**config.mk**
```make
export PLATFORM = sky130hd
export DESIGN_NAME = fwd_prio_cfg
export DESIGN_NICKNAME = d
export VERILOG_FILES = /design/src/design/fwd_prio_cfg_pkg.sv /design/src/design/fwd_prio_cfg.sv
export SDC_FILE = /design/constraint.sdc
export NUM_CORES = 1
export LEC_CHECK = 0
export BUFFER_PORTS_ARGS = -buffer_cell sky130_fd_sc_hd__buf_2
export CORE_MARGIN = 8
export CORE_UTILIZATION = 30
export DETAILED_ROUTE_END_ITERATION = 7
export GPL_TIMING_DRIVEN = 1
export PLACE_DENSITY = 0.48
export SLEW_MARGIN = 20
export SYNTH_ARGS = -nofsm -noshare
export SYNTH_HDL_FRONTEND = slang
export SYNTH_SLANG_ARGS = --single-unit
```
**constraint.sdc**
```tcl
create_clock -name clock -period 5.6 [get_ports clock]
set_input_delay 0.56 -clock clock [delete_from_list [all_inputs] [get_ports clock]]
set_output_delay 0.56 -clock clock [all_outputs]
set_load 0.1 [all_outputs]
```
**src/design/fwd_prio_cfg_pkg.sv**
```systemverilog
// Constants for the forwarding and priority configuration register bank
package fwd_prio_cfg_pkg;

   // ****************************************
   // Register offsets (byte addresses)
   // ****************************************
   localparam logic [7:0] OFF_MAP_LO  = 8'h0c;   // Tag priority map, codes 0..3
   localparam logic [7:0] OFF_MAP_HI  = 8'h0d;   // Tag priority map, codes 4..7
   localparam logic [7:0] OFF_UNK_FWD = 8'h0e;   // unknown_dest_forward_ctrl
   localparam logic [7:0] OFF_PHY     = 8'h0f;   // phy_address_base
   localparam logic [7:0] OFF_PORT1   = 8'h10;   // port1_ingress_egress_ctrl
   localparam logic [7:0] OFF_PORT2   = 8'h20;   // port2_ingress_egress_ctrl
   localparam logic [7:0] OFF_PORT3   = 8'h30;   // port3_ingress_egress_ctrl

   // ****************************************
   // Reset values
   // ****************************************
   localparam logic [7:0] RST_MAP_LO  = 8'h50;   // Codes 3,2 -> 01; codes 1,0 -> 00
   localparam logic [7:0] RST_MAP_HI  = 8'hfa;   // Codes 7,6 -> 11; codes 5,4 -> 10
   localparam logic [7:0] RST_UNK_FWD = 8'h07;   // Disabled, mask all ones
   localparam logic [7:0] RST_PHY     = 8'h08;   // Port 1 PHY address 00001
   localparam logic [7:0] RST_PORT    = 8'h00;   // All per-port features off

   // ****************************************
   // Field positions
   // ****************************************
   localparam int UNK_EN_BIT    = 7;   // Unknown-destination redirect enable
   localparam int UNK_MASK_MSB  = 2;   // Port mask, bit 2 = port 3
   localparam int PHY_MSB       = 7;   // PHY address field top
   localparam int PHY_LSB       = 3;   // PHY address field bottom
   localparam int PHY_RSVD_MSB  = 2;   // Read-only reserved bits top
   localparam int STORM_BIT     = 7;   // Broadcast storm protection
   localparam int DSCP_EN_BIT   = 6;   // DiffServ classification enable
   localparam int TAGP_EN_BIT   = 5;   // 802.1p classification enable
   localparam int PPRIO_MSB     = 4;   // Port priority field top
   localparam int PPRIO_LSB     = 3;   // Port priority field bottom
   localparam int INSERT_BIT    = 2;   // Tag insertion on egress
   localparam int REMOVE_BIT    = 1;   // Tag removal on egress
   localparam int MULTIQ_BIT    = 0;   // Four output queues

   // ****************************************
   // Other constants
   // ****************************************
   localparam logic [7:0] RD_UNMAPPED = 8'h00;   // Read answer for unmapped offsets
   localparam logic [4:0] PHY_STEP    = 5'h01;   // Port 2 address offset from port 1
   localparam int         NUM_PORTS   = 3;       // Switch ports

endpackage : fwd_prio_cfg_pkg

```
**src/design/fwd_prio_cfg.sv**
```systemverilog
// Forwarding, PHY address and per-port priority configuration register bank
//
// Added by the designer: the plain strobed port.
`timescale 1ns/1ps
// Notes on behaviour
// Enable bit redirects unknown-destination frames to mask
// Mask bits 2..0 select ports 3..1, reset ones
// Five-bit port 1 PHY address, reset 00001
// Port 2 PHY address is port 1 plus one
// Same per-port layout at 0x10, 0x20, 0x30
// Storm protection bit per ingress port, reset 0
// DiffServ bit classifies IPv4/IPv6 frames by DSCP
// 802.1p bit classifies tagged frames by user priority
// Port priority field is fallback queue 0..3
// OR of 802.1p and DSCP overrides port priority
// Insert bit tags untagged frames with ingress VID
// Remove bit strips tags from tagged frames only
// Multi-queue bit selects four queues, else one
// Each tag priority code mapped by two-bit field
// Writes affect decisions made after the write
// Software keeps reserved bits at default values
module fwd_prio_cfg (
   input  wire logic       clock,
   input  wire logic       sys_rst,
   input  wire logic [7:0] regAddr,
   input  wire logic [7:0] regWrData,
   input  wire logic       regWrStb,
   input  wire logic       regRdStb,
   output logic      [7:0] regRdData,
   input  wire logic       fwdReq,
   input  wire logic       fwdUnknown,
   input  wire logic [2:0] fwdDefaultMask,
   output logic            fwdValid,
   output logic      [2:0] fwdMask,
   input  wire logic       clsReq,
   input  wire logic [1:0] clsPort,
   input  wire logic       clsTagged,
   input  wire logic [2:0] clsTagPrio,
   input  wire logic       clsIp,
   input  wire logic       clsDscpHit,
   input  wire logic [1:0] clsDscpPrio,
   output logic            clsValid,
   output logic      [1:0] clsQueue,
   input  wire logic       egrReq,
   input  wire logic [1:0] egrPort,
   input  wire logic       egrTagged,
   output logic            egrValid,
   output logic            egrInsert,
   output logic            egrRemove,
   output logic      [4:0] phyAddrPort1,
   output logic      [4:0] phyAddrPort2,
   output logic      [2:0] stormProtEn,
   output logic      [2:0] multiQueueEn
);

   // ****************************************
   // Register storage
   // ****************************************
   logic [7:0] mapLo;                                      // Tag codes 0..3
   logic [7:0] mapHi;                                      // Tag codes 4..7
   logic [7:0] unkFwd;                                     // Unknown-destination control
   logic [7:0] phyBase;                                    // PHY address base
   logic [7:0] portCtrl [0:fwd_prio_cfg_pkg::NUM_PORTS-1]; // One copy per port

   // Port number 0..2 means port 1..3; code 3 is folded onto port 3
   function automatic logic [1:0] portIndex(input logic [1:0] code);
      portIndex = (code == 2'h3) ? 2'h2 : code;
   endfunction : portIndex

   // Look up the queue for a tag priority code in the map registers
   function automatic logic [1:0] tagPrioMap(input logic [2:0] code,
                                             input logic [7:0] lo,
                                             input logic [7:0] hi);
      logic [7:0] half;
      half = code[2] ? hi : lo;
      tagPrioMap = half[{code[1:0], 1'b0} +: 2];
   endfunction : tagPrioMap

   // ****************************************
   // Address decode
   // ****************************************
   wire hitMapLo = regAddr == fwd_prio_cfg_pkg::OFF_MAP_LO;
   wire hitMapHi = regAddr == fwd_prio_cfg_pkg::OFF_MAP_HI;
   wire hitUnk   = regAddr == fwd_prio_cfg_pkg::OFF_UNK_FWD;
   wire hitPhy   = regAddr == fwd_prio_cfg_pkg::OFF_PHY;
   wire hitP1    = regAddr == fwd_prio_cfg_pkg::OFF_PORT1;
   wire hitP2    = regAddr == fwd_prio_cfg_pkg::OFF_PORT2;
   wire hitP3    = regAddr == fwd_prio_cfg_pkg::OFF_PORT3;
   wire [2:0] hitPort = {hitP3, hitP2, hitP1};

   // Reserved PHY bits are read-only zero, so a write cannot set them
   wire [7:0] phyWrVal = {regWrData[fwd_prio_cfg_pkg::PHY_MSB:fwd_prio_cfg_pkg::PHY_LSB],
                          3'h0};

   // Read multiplexer; unmapped offsets answer zero
   wire [7:0] next_regRdData =
      hitMapLo ? mapLo :
      hitMapHi ? mapHi :
      hitUnk   ? unkFwd :
      hitPhy   ? phyBase :
      hitP1    ? portCtrl[0] :
      hitP2    ? portCtrl[1] :
      hitP3    ? portCtrl[2] : fwd_prio_cfg_pkg::RD_UNMAPPED;

   // ****************************************
   // Field views
   // ****************************************
   wire       unkEn   = unkFwd[fwd_prio_cfg_pkg::UNK_EN_BIT];
   wire [2:0] unkMask = unkFwd[fwd_prio_cfg_pkg::UNK_MASK_MSB:0];
   wire [4:0] phyAddr = phyBase[fwd_prio_cfg_pkg::PHY_MSB:fwd_prio_cfg_pkg::PHY_LSB];

   // Ingress port selected by the classification request
   wire [7:0] clsCtrl = portCtrl[portIndex(clsPort)];
   wire       dscpEn  = clsCtrl[fwd_prio_cfg_pkg::DSCP_EN_BIT];
   wire       tagpEn  = clsCtrl[fwd_prio_cfg_pkg::TAGP_EN_BIT];
   wire [1:0] portPrio = clsCtrl[fwd_prio_cfg_pkg::PPRIO_MSB:fwd_prio_cfg_pkg::PPRIO_LSB];

   // A method classifies only when enabled and the frame carries its field
   wire       dscpHit = dscpEn && clsIp && clsDscpHit;
   wire       tagpHit = tagpEn && clsTagged;
   wire [1:0] tagpQ   = tagPrioMap(clsTagPrio, mapLo, mapHi);
   wire [1:0] orQ     = (dscpHit ? clsDscpPrio : 2'h0) | (tagpHit ? tagpQ : 2'h0);
   wire [1:0] next_clsQueue = (dscpHit || tagpHit) ? orQ : portPrio;

   // Egress port decisions
   wire [7:0] egrCtrl = portCtrl[portIndex(egrPort)];
   wire next_egrInsert = egrCtrl[fwd_prio_cfg_pkg::INSERT_BIT] && !egrTagged;
   wire next_egrRemove = egrCtrl[fwd_prio_cfg_pkg::REMOVE_BIT] && egrTagged;

   // Unknown destinations follow the mask only while redirection is on
   wire [2:0] next_fwdMask = (fwdUnknown && unkEn) ? unkMask : fwdDefaultMask;

   // ****************************************
   // Global registers
   // ****************************************
   // Reserved bits of the unknown control are stored as written; software keeps them
   always_ff @(posedge clock or posedge sys_rst) begin
      if (sys_rst) begin
         mapLo   <= fwd_prio_cfg_pkg::RST_MAP_LO;
         mapHi   <= fwd_prio_cfg_pkg::RST_MAP_HI;
         unkFwd  <= fwd_prio_cfg_pkg::RST_UNK_FWD;
         phyBase <= fwd_prio_cfg_pkg::RST_PHY;
      end else begin
         if (regWrStb && hitMapLo) mapLo   <= regWrData;
         if (regWrStb && hitMapHi) mapHi   <= regWrData;
         if (regWrStb && hitUnk)   unkFwd  <= regWrData;
         if (regWrStb && hitPhy)   phyBase <= phyWrVal;
      end
   end

   // ****************************************
   // Per-port registers
   // ****************************************
   // One write decode per copy; all copies share the same layout
   always_ff @(posedge clock or posedge sys_rst) begin
      if (sys_rst) begin
         for (int i = 0; i < fwd_prio_cfg_pkg::NUM_PORTS; i++) begin
            portCtrl[i] <= fwd_prio_cfg_pkg::RST_PORT;
         end
      end else begin
         for (int i = 0; i < fwd_prio_cfg_pkg::NUM_PORTS; i++) begin
            if (regWrStb && hitPort[i]) portCtrl[i] <= regWrData;
         end
      end
   end

   // ****************************************
   // Read data and derived configuration
   // ****************************************
   // Read data stands for exactly one cycle after the strobe, else zero
   always_ff @(posedge clock or posedge sys_rst) begin
      if (sys_rst) begin
         regRdData    <= 8'h00;
         phyAddrPort1 <= 5'h01;
         phyAddrPort2 <= 5'h02;
         stormProtEn  <= 3'h0;
         multiQueueEn <= 3'h0;
      end else begin
         regRdData    <= regRdStb ? next_regRdData : 8'h00;
         phyAddrPort1 <= phyAddr;
         phyAddrPort2 <= phyAddr + fwd_prio_cfg_pkg::PHY_STEP;
         for (int i = 0; i < fwd_prio_cfg_pkg::NUM_PORTS; i++) begin
            stormProtEn[i]  <= portCtrl[i][fwd_prio_cfg_pkg::STORM_BIT];
            multiQueueEn[i] <= portCtrl[i][fwd_prio_cfg_pkg::MULTIQ_BIT];
         end
      end
   end

   // ****************************************
   // Decision answers
   // ****************************************
   // Decisions read the registers as they stand at the request edge, so a
   // completed write is seen by every later request
   always_ff @(posedge clock or posedge sys_rst) begin
      if (sys_rst) begin
         fwdValid  <= 1'b0;
         fwdMask   <= 3'h0;
         clsValid  <= 1'b0;
         clsQueue  <= 2'h0;
         egrValid  <= 1'b0;
         egrInsert <= 1'b0;
         egrRemove <= 1'b0;
      end else begin
         fwdValid  <= fwdReq;
         fwdMask   <= fwdReq ? next_fwdMask : 3'h0;
         clsValid  <= clsReq;
         clsQueue  <= clsReq ? next_clsQueue : 2'h0;
         egrValid  <= egrReq;
         egrInsert <= egrReq && next_egrInsert;
         egrRemove <= egrReq && next_egrRemove;
      end
   end
endmodule : fwd_prio_cfg

```
# == Yosys cells after proc, flatten, opt, wreduce, memory -nomap -nowiden ==
# Index checks and enable logic that the tools add are counted.
# totals
elab_cells,75
in_bits,40
reg_bits,87
# op_classes
bitwise_logic,3
n_lt_le_gt_ge,2
eq_ne,9
reduce_logical,17
n_shift,1
addsub,1
n_mux,23
# ops
cell,n
8-bit 2-to-1 mux,9
8-bit binary-select mux with 2-bit select,2
"8-bit by 4-bit equality test with 1-bit output, second input constant",4
"8-bit by 6-bit equality test with 1-bit output, second input constant",2
1-bit logical AND,15
7-bit 2-to-1 mux,2
2-bit 2-to-1 mux,6
3-bit 2-to-1 mux,4
"8-bit by 5-bit equality test with 1-bit output, second input constant",1
8-bit by 4-bit indexed part select with 2-bit output,1
"3-bit greater-or-equal comparator, second input constant",2
2-bit inverter with 3-bit output,2
"5-bit by 1-bit adder with 5-bit output, second input constant",1
"2-bit equality test, second input constant",2
2-bit OR,1
1-bit logical NOT,1
1-bit logical OR,1

# == Longest topological paths before layout ==
# Gate-level depths: netlist (run 1).
# depth
ltp_word,12
depth_mapped,7
mapped_depth_nobuf,4

# == Worst setup path before layout (run 1) ==
# Ideal clock, no wire load.
# synth_path
path_type,input-to-reg
startpoint,in regAddr[1]
endpoint,reg portCtrl[0] (netlist name)
path_buffers,3
setup_ps,125
slack_ps,3053
required_time_ps,5475
path_stages,7
arrival_ps,2422
path_cell_list,buf_6 > or4_4 > or3_1 > buf_2 > or3_1 > buf_6 > mux2_4
# synth_via
elab_chain_len,2
# synth_lines
item,line_no,rtl
from (decl),fwd_prio_cfg.sv:25,"input wire logic [7:0] regAddr,"
8-bit by 6-bit equality test with 1-bit output,fwd_prio_cfg.sv:88,wire hitP3 = regAddr == fwd_prio_cfg_pkg::OFF_PORT3;
1-bit logical AND,fwd_prio_cfg.sv:162,if (regWrStb && hitPort[i]) portCtrl[i] <= regWrData;
"to (signal, indexed assignment)",fwd_prio_cfg.sv:158,portCtrl[i] <= fwd_prio_cfg_pkg::RST_PORT;
"to (signal, indexed assignment)",fwd_prio_cfg.sv:162,
to (decl),fwd_prio_cfg.sv:63,logic [7:0] portCtrl [0:fwd_prio_cfg_pkg::NUM_PORTS-1];
# No other way between the ends.
# A chain may end at the register's enable or synchronous reset.

# == Worst setup path in the final report (run 1) ==
# layout_path
startpoint,in regAddr[0]
endpoint,reg portCtrl[0] (netlist name)
# Same word-level chain as after synthesis.

==> load_flow_metrics.sql, run 1 <==
INSERT INTO impl_metrics (metric_group, metric, value, unit) VALUES
('clock_tree', 'cts_buffers', '9', ''),
('floorplanning', 'die_y', '130', 'µm'),
('sta', 'fmax', '0.390', 'GHz'),
('route', 'number_of_detailed_route_iterations_in_the_first_pass', '4', ''),
('route', 'num_vias', '2564', ''),
('clock_tree', 'cts_num_sinks', '87', ''),
('global_route', 'first_global_vias', '2847', ''),
('route', 'uppermost_layer_routed', 'met4', ''),
('floorplanning', 'boundaryPins', '74', ''),
('route', 'drt-total-wl', '9790', 'µm'),
('cells_and_area', 'design.final.nets', '400', ''),
('cells_and_area', 'layout.cells.most_common_list', '73 x sky130_fd_sc_hd__dfrtp_1, 73 x sky130_fd_sc_hd__buf_2, 49 x sky130_fd_sc_hd__mux2_2', ''),
('placed_design', 'total_of_buffers_placed_on_input_and_output_ports', '73', ''),
('clock_tree', 'number_of_buffers_added_for_setup_after_cts', '0', ''),
('synth', 'synth.cell_area', '0.00390', 'mm²'),
('synth', 'synth_net_count', '329', ''),
('synth', 'synth_enable_flop_cells', '0', ''),
('worst_setup_path', 'setup.worst_path.start_class', 'input pin', ''),
('synth', 'syn_area_per_cell', '13.5', 'µm²'),
('sta', 'report.final.setup_viol', '0', ''),
('clock_tree', 'ctsHtreeMaxLevel', '3', ''),
('sta', 'fin_setup_tns', '0', 'ns'),
('global_route', 'pin_count_of_the_biggest_net_entering_global_routing', '71', ''),
('placed_design', 'routabilityCongestion', '0.768', ''),
('clock_tree', 'cts.clk_slew.worst_paths', '0.06', 'ns'),
('sta', 'fin_crit_sh', '0.457', ''),
('sta', 'final_max_slew_violation_count', '0', ''),
('status', 'run_status', 'finished, final reports clean', ''),
('route', 'vias_per_cell', '4.78', ''),
('synth', 'ys_seq_area_frac', '0.563', ''),
('global_route', 'globalRouteTotalUtil', '0.124', ''),
('route', 'ant_nets', '0', ''),
('worst_setup_path', 'critical_path_arrival', '2.78', 'ns'),
('clock_tree', 'post_cts_resized', '0', ''),
('sta', 'period_minus_slack', '2.56', 'ns'),
('pwr', 'leakage', '2.27', 'nW'),
('synth', 'synth_cells', '288', ''),
('global_route', 'antenna_found_initial', '0', ''),
('route', 'met2RoutedLength', '4640', 'µm'),
('route', 'drt_iter0_drc', '115', ''),
('synth', 'postSynth.topFlopCell', 'sky130_fd_sc_hd__dfrtp_1', ''),
('placed_design', 'preCtsSetupSlack', '2.68', 'ns'),
('clock_tree', 'tritoncts', 'built', ''),
('sta', 'grt_setup_unrepaired', 'false', ''),
('floorplanning', 'initial_core_utilization', '0.307', ''),
('synth', 'asyncSetResetFlopFracSynth', '1.00', ''),
('worst_setup_path', 'worstPathRequired', '5.82', 'ns'),
('synth', 'synth_cell_type_count', '44', ''),
('cells_and_area', 'layout-area-overhead-vs-synth', '20.7', '%'),
('route', 'detail_route.wirelength.met1', '4310', 'µm'),
('global_route', 'grt_first_pass_wirelength', '15700', 'µm'),
('floorplanning', 'design.die.area', '0.0169', 'mm²'),
('global_route', 'global_route_total_overflow', '0', ''),
('synth', 'ys_seq_elements', '87', ''),
('sta', 'final_hold_violations', '0', ''),
('clock_tree', 'cts_hold_buffers', '0', ''),
('floorplanning', 'die_w', '130', 'µm'),
('clock_tree', 'clk_latency', '0.34', 'ns'),
('cells_and_area', 'final_layout_size_suffix_gt1_frac', '0.484', ''),
('placed_design', 'half_perimeter_wire_length_after_placement', '7350', 'µm'),
('worst_hold_path', 'min-delay-path-class', 'in -> async', ''),
('route', 'detail_route.wl_per_cell', '18.3', 'µm'),
('floorplanning', 'coreArea', '0.0127', 'mm²'),
('job', 'max_cap_viol_count', '0', ''),
('route', 'total_met3_wirelength_after_detailed_routing', '680', 'µm'),
('worst_setup_path', 'worstSetupPathType', 'in -> reg', ''),
('pwr', 'irDropWorstVdd', '0.000226', 'V'),
('route', 'drt_drc_violations_left', '0', ''),
('sta', 'worst_slew_pin_slew', '0.875', 'ns'),
('worst_setup_path', 'critPathMaxFanout', '21', ''),
('synth', 'yosysWarningCount', '0', ''),
('sta', 'worst_slack', '3.04', 'ns'),
('sta', 'skew', '0.00372', 'ns'),
('sta', 'slew-limit-headroom', '0.417', ''),
('clock_tree', 'clock_path_buffers', '2', ''),
('worst_setup_path', 'critical_path.endpoint_type', 'flip-flop', ''),
('clock_tree', 'cts-root-buf', 'sky130_fd_sc_hd__clkbuf_16', ''),
('pwr', 'powerDensity', '306', 'mW/mm²'),
('cells_and_area', 'insertedDiodeCount', '0', ''),
('floorplanning', 'fp-row-count', '41', '');
[cell type report]
type | count | area, µm²
clock inverter | 6 | 61.3
sequential | 87 | 2190
timing repair buffer | 74 | 373
fill | 1284 | 7970
clock buffer | 10 | 229
tap | 172 | 215
inverter | 5 | 20.0
multi-input combinational | 182 | 1610
[where the power goes]
group	switching, mW	leakage (nW)	internal [mW]	total, mW
clock	0.238	0.142	0.344	0.581
combinational	0.124	0.986	0.0514	0.175
sequential	0.0203	1.14	0.660	0.680
[stage by stage]
step / cell area [µm²] / total power [mW] / util / cells / hold slack (ns)
after global placement: 4410 / 0.868 / 0.348 / 520 / 0.381
after global routing: 4700 / 1.50 / 0.371 / 536 / 0.170
after floorplan: 3900 / 0.815 / - / 288 / 0.367
after detailed placement: 4410 / 0.869 / 0.348 / 520 / 0.386
final: 4700 / 1.44 / 0.371 / 536 / 0.157
after CTS: 4700 / 1.47 / 0.371 / 536 / 0.155
[layer usage]
| layer | GRT usage | vias to the layer above |
|---|---|---|
| li1 | - | 1208 |
| met5 | 0 | - |
| met2 | 0.202 | 68 |
| met4 | 0.0471 | 0 |
| met3 | 0.0396 | 11 |
| met1 | 0.151 | 1277 |
[cell usage after synthesis (2+ instances only)]
cell type	number	share of area
sky130_fd_sc_hd__dfrtp_1	73	0.47
sky130_fd_sc_hd__mux2_2	49	0.14
sky130_fd_sc_hd__nand2_1	17	0.016
sky130_fd_sc_hd__dfstp_2	14	0.094
sky130_fd_sc_hd__a21oi_1	10	0.013
sky130_fd_sc_hd__nor2_1	10	0.0096
sky130_fd_sc_hd__nand3_1	9	0.012
sky130_fd_sc_hd__mux2_4	8	0.031
sky130_fd_sc_hd__mux2i_1	8	0.021
sky130_fd_sc_hd__clkbuf_1	7	0.0067
sky130_fd_sc_hd__mux4_2	7	0.040
sky130_fd_sc_hd__nand2b_1	6	0.0096
sky130_fd_sc_hd__o221a_2	6	0.017
sky130_fd_sc_hd__o221ai_1	6	0.013
sky130_fd_sc_hd__a21boi_0	5	0.0096
sky130_fd_sc_hd__inv_1	5	0.0048
sky130_fd_sc_hd__o21ai_0	5	0.0064
sky130_fd_sc_hd__nor3_1	4	0.0051
sky130_fd_sc_hd__or3_1	4	0.0064
sky130_fd_sc_hd__buf_2	3	0.0039
sky130_fd_sc_hd__a221oi_1	2	0.0045
sky130_fd_sc_hd__a2bb2oi_1	2	0.0045
sky130_fd_sc_hd__buf_1	2	0.0019
sky130_fd_sc_hd__buf_6	2	0.0058
sky130_fd_sc_hd__nand4b_1	2	0.0045
sky130_fd_sc_hd__nor2b_1	2	0.0032
sky130_fd_sc_hd__nor3b_1	2	0.0039
sky130_fd_sc_hd__xnor2_1	2	0.0045
[cell families (layout without fill, tap and decap cells)]
family	count (synthesis)	in the layout	share of synthesized area
adders and majority gates	1	1	0.00321
xor gates and xnor gates	3	3	0.00674
AOI/OAI and AO/OA	45	45	0.0886
muxes	72	72	0.233
DFF	87	87	0.563
and+or+nand+nor	61	61	0.0816
buffers and inverters	19	95	0.0231
[worst max-delay path, stage by stage]
cell and delay, ns:
sky130_fd_sc_hd__buf_2 0.23, sky130_fd_sc_hd__or4_4 0.59, sky130_fd_sc_hd__or3_1 0.45, sky130_fd_sc_hd__or3_1 0.58
sky130_fd_sc_hd__mux2_4 0.37
[path summary, 6_finish.rpt]
path | startpoint | to | slack (ns) | cells after the start
max in group asynchronous | sys_rst | phyAddrPort2[2] | 4.28 | 3
worst max register to register | mapLo[1] | clsQueue[1] | 4.06 | 4
worst max-delay path | regAddr[0] | portCtrl[0] | 3.04 | 5
min in group clock | egrReq | egrValid | 0.35 | 1
worst min register to register | portCtrl[15] | stormProtEn[1] | 0.40 | 0
worst min-delay path | sys_rst | clsValid | 0.16 | 2
[flip-flops by register name, summed over array words and instances (netlist names), 2 cells and up]
register / count
portCtrl: 24
regRdData: 8
mapLo: 8
mapHi: 8
stormProtEn: 3
clsQueue: 2
fwdMask: 3
phyBase: 5
multiQueueEn: 3
phyAddrPort1: 5
phyAddrPort2: 5
unkFwd: 8
Note: power is estimated with default switching activity, not from simulation.
==> inputs of run 2 (changes only) <==
==> constraint.sdc (replaced) <==
create_clock -name clock -period 2.4 [get_ports clock]
set_input_delay 0.24 -clock clock [delete_from_list [all_inputs] [get_ports clock]]
set_output_delay 0.24 -clock clock [all_outputs]
set_load 0.1 [all_outputs]
==> run 2 against run 1 <==
  * Largest power group is now clock
  * Largest cell class unchanged
  * Clock power rose to 2.8 times the previous value
  * Critical path type unchanged
  * Sequential share of layout area fell by 1.4 points
  * Total power rose to 2.5 times the previous value
  * Register-to-register slack got worse by 3.2 ns
  * Critical endpoint is now portCtrl[2]
  * Utilization rose by 1.1 points
  * Non-clock buffer count rose by 9
  * First-iteration DRC count rose by 9.6%
  * Count of clock-buffer cells in the layout rose by 1
==> load_flow_metrics.sql, run 2 (same netlist as run 1, synthesis figures left out) <==
INSERT INTO impl_metrics (metric_group, metric, value, unit) VALUES
('status', 'run_status', 'finished, final reports clean', ''),
('sta', 'fin_crit_sh', '0.795', ''),
('global_route', 'pin_count_of_the_biggest_net_entering_global_routing', '64', ''),
('clock_tree', 'post_cts_resized', '0', ''),
('global_route', 'first_global_vias', '2861', ''),
('clock_tree', 'cts.clk_slew.worst_paths', '0.06', 'ns'),
('pwr', 'pwr-share-comb', '0.116', ''),
('pwr', 'power_report.internal_total', '2.71', 'mW'),
('global_route', 'grt_first_pass_wirelength', '15900', 'µm'),
('worst_hold_path', 'hold_path_sink', 'egrValid', ''),
('pwr', 'power_frac_clock', '0.446', ''),
('worst_setup_path', 'r2r-start', 'mapLo[1]', ''),
('sta', 'fmax', '0.524', 'GHz'),
('worst_setup_path', 'critical_path_arrival', '2.13', 'ns'),
('clock_tree', 'cts-root-buf', 'sky130_fd_sc_hd__clkbuf_16', ''),
('route', 'num_vias', '2588', ''),
('floorplanning', 'fp-row-count', '41', ''),
('clock_tree', 'clk_latency', '0.34', 'ns'),
('route', 'number_of_detailed_route_iterations_in_the_first_pass', '4', ''),
('floorplanning', 'boundaryPins', '74', ''),
('placed_design', 'half_perimeter_wire_length_after_placement', '7370', 'µm'),
('pwr', 'power_switching', '0.912', 'mW'),
('worst_setup_path', 'r2r_setup_slack', '0.82', 'ns'),
('route', 'drt_drc_violations_left', '0', ''),
('placed_design', 'dpl-instance-area', '0.00449', 'mm²'),
('route', 'vias_per_cell', '4.75', ''),
('sta', 'period_minus_slack', '1.91', 'ns'),
('sta', 'slew-limit-headroom', '0.607', ''),
('worst_setup_path', 'timing.rr.end', 'clsQueue[1]', ''),
('pwr', 'powerDensity', '748', 'mW/mm²'),
('worst_setup_path', 'worst-r2r-cell-count', '4', ''),
('worst_setup_path', 'critical_path.endpoint_type', 'flip-flop', ''),
('worst_setup_path', 'worstSetupPathType', 'in -> reg', ''),
('placed_design', 'routabilityCongestion', '0.787', ''),
('worst_hold_path', 'worstHoldStart', 'egrReq', ''),
('floorplanning', 'initial_core_utilization', '0.307', ''),
('pwr', 'power.switching_fraction', '0.252', ''),
('pwr', 'irDropWorstVdd', '0.000452', 'V'),
('worst_hold_path', 'worstHoldPathCells', '1', ''),
('floorplanning', 'coreArea', '0.0127', 'mm²'),
('cells_and_area', 'final_layout_size_suffix_gt1_frac', '0.493', ''),
('pwr', 'leakage', '2.33', 'nW'),
('sta', 'final_hold_violations', '0', ''),
('floorplanning', 'design.die.area', '0.0169', 'mm²'),
('global_route', 'globalRouteTotalUtil', '0.126', ''),
('cells_and_area', 'insertedDiodeCount', '0', ''),
('sta', 'skew', '0.00467', 'ns'),
('placed_design', 'preCtsSetupSlack', '0.119', 'ns'),
('clock_tree', 'clock_path_buffers', '2', ''),
('route', 'detail_route.wl_per_cell', '17.9', 'µm'),
('sta', 'worst_slack', '0.492', 'ns'),
('route', 'drt_iter0_drc', '126', ''),
('worst_setup_path', 'worstPathRequired', '2.63', 'ns'),
('clock_tree', 'ctsHtreeMaxLevel', '3', ''),
('cells_and_area', 'top_register', 'portCtrl', ''),
('pwr', 'seqPwrFrac', '0.437', ''),
('sta', 'worst_slew_pin_slew', '0.588', 'ns'),
('floorplanning', 'die_w', '130', 'µm'),
('cells_and_area', 'layout-area-overhead-vs-synth', '24.4', '%'),
('cells_and_area', 'layout.cells.most_common_list', '73 x sky130_fd_sc_hd__dfrtp_1, 73 x sky130_fd_sc_hd__buf_2, 49 x sky130_fd_sc_hd__mux2_2', ''),
('sta', 'report.final.setup_viol', '0', ''),
('worst_hold_path', 'min-delay-path-class', 'in -> reg', ''),
('floorplanning', 'die_y', '130', 'µm'),
('global_route', 'antenna_found_initial', '0', ''),
('cells_and_area', 'design.final.nets', '409', ''),
('route', 'ant_nets', '0', ''),
('clock_tree', 'cts_buffers', '9', ''),
('sta', 'grt_setup_unrepaired', 'false', ''),
('cells_and_area', 'largest_register_ffs', '24', ''),
('sta', 'final_max_slew_violation_count', '0', ''),
('route', 'drt-total-wl', '9760', 'µm'),
('clock_tree', 'tritoncts', 'built', ''),
('worst_setup_path', 'critPathMaxFanout', '8', ''),
('global_route', 'global_route_total_overflow', '0', ''),
('pwr', 'fin_total_pwr', '3.62', 'mW'),
('placed_design', 'total_of_buffers_placed_on_input_and_output_ports', '73', ''),
('clock_tree', 'cts_num_sinks', '87', ''),
('cells_and_area', 'design_area_final', '0.00485', 'mm²'),
('job', 'max_cap_viol_count', '0', ''),
('worst_setup_path', 'setup.worst_path.start_class', 'input pin', ''),
('sta', 'fin_setup_tns', '0', 'ns');
## run 2: changes by cell type in the layout (fill, tap and decap cells not counted)
cell,previous run,this run
sky130_fd_sc_hd__clkinvlp_4,1,3
sky130_fd_sc_hd__clkbuf_8,0,1
sky130_fd_sc_hd__clkinv_4,1,0
sky130_fd_sc_hd__dlygate4sd3_1,0,1
sky130_fd_sc_hd__buf_12,0,1
sky130_fd_sc_hd__clkinv_2,4,0
sky130_fd_sc_hd__bufinv_16,1,3
sky130_fd_sc_hd__buf_4,1,8
## run 2: per-stage QoR
step / utilization / hold slack, ns / cells
after CTS: 0.383 / 0.00448 / 545
after global routing: 0.383 / 0.00775 / 545
after detailed placement: 0.354 / 0.346 / 528
final: 0.383 / 0.0215 / 545
after floorplan: - / 0.271 / 288
after global placement: 0.354 / 0.338 / 528
## run 2: power groups by stage
stage	registers [mW]	logic [mW]	clock network, mW
floorplan	1.75	0.150	0
CTS	1.59	0.430	1.67
global placement	1.61	0.424	0
detailed placement	1.61	0.427	0
global route	1.59	0.454	1.73
finish	1.58	0.422	1.62
## run 2: worst max-delay path, stage by stage
cell and delay, ns:
sky130_fd_sc_hd__buf_2 0.10, sky130_fd_sc_hd__or4_4 0.55, sky130_fd_sc_hd__or3_1 0.33, sky130_fd_sc_hd__or3_1 0.53, sky130_fd_sc_hd__mux2_4 0.37
## run 2: routing by layer
layer,share of wire,up-vias,GRT usage
li1,-,1234,-
met1,0.47,1278,0.164
met4,0.012,0,0.0362
met2,0.46,66,0.192
met5,0,-,0
met3,0.059,10,0.0465
## run 2: cell type report
class	instances	area, µm²
Inverter	5	22.5
Tap cell	172	215
Clock inverter	5	105
Fill cell	1226	7820
Clock buffer	11	243
Multi-Input combinational cell	182	1610
Sequential cell	87	2190
Timing Repair Buffer	83	455
## run 2: worst max path at each step
stage                              to  cells past startpoint       start
final                     portCtrl[2]                      5  regAddr[1]
after global routing      portCtrl[6]                      5  regAddr[1]
after CTS                 portCtrl[2]                      5  regAddr[1]
after detailed placement  portCtrl[2]                      5  regAddr[1]
after global placement    portCtrl[0]                      5  regAddr[1]
after floorplan           portCtrl[0]                      7  regAddr[1]
## run 2: what timing repair did
action	CTS	global route
hold endpoints to repair	23	0
endpoints found under the setup margin	0	0
buffers inserted	0	0
hold buffers	1	0
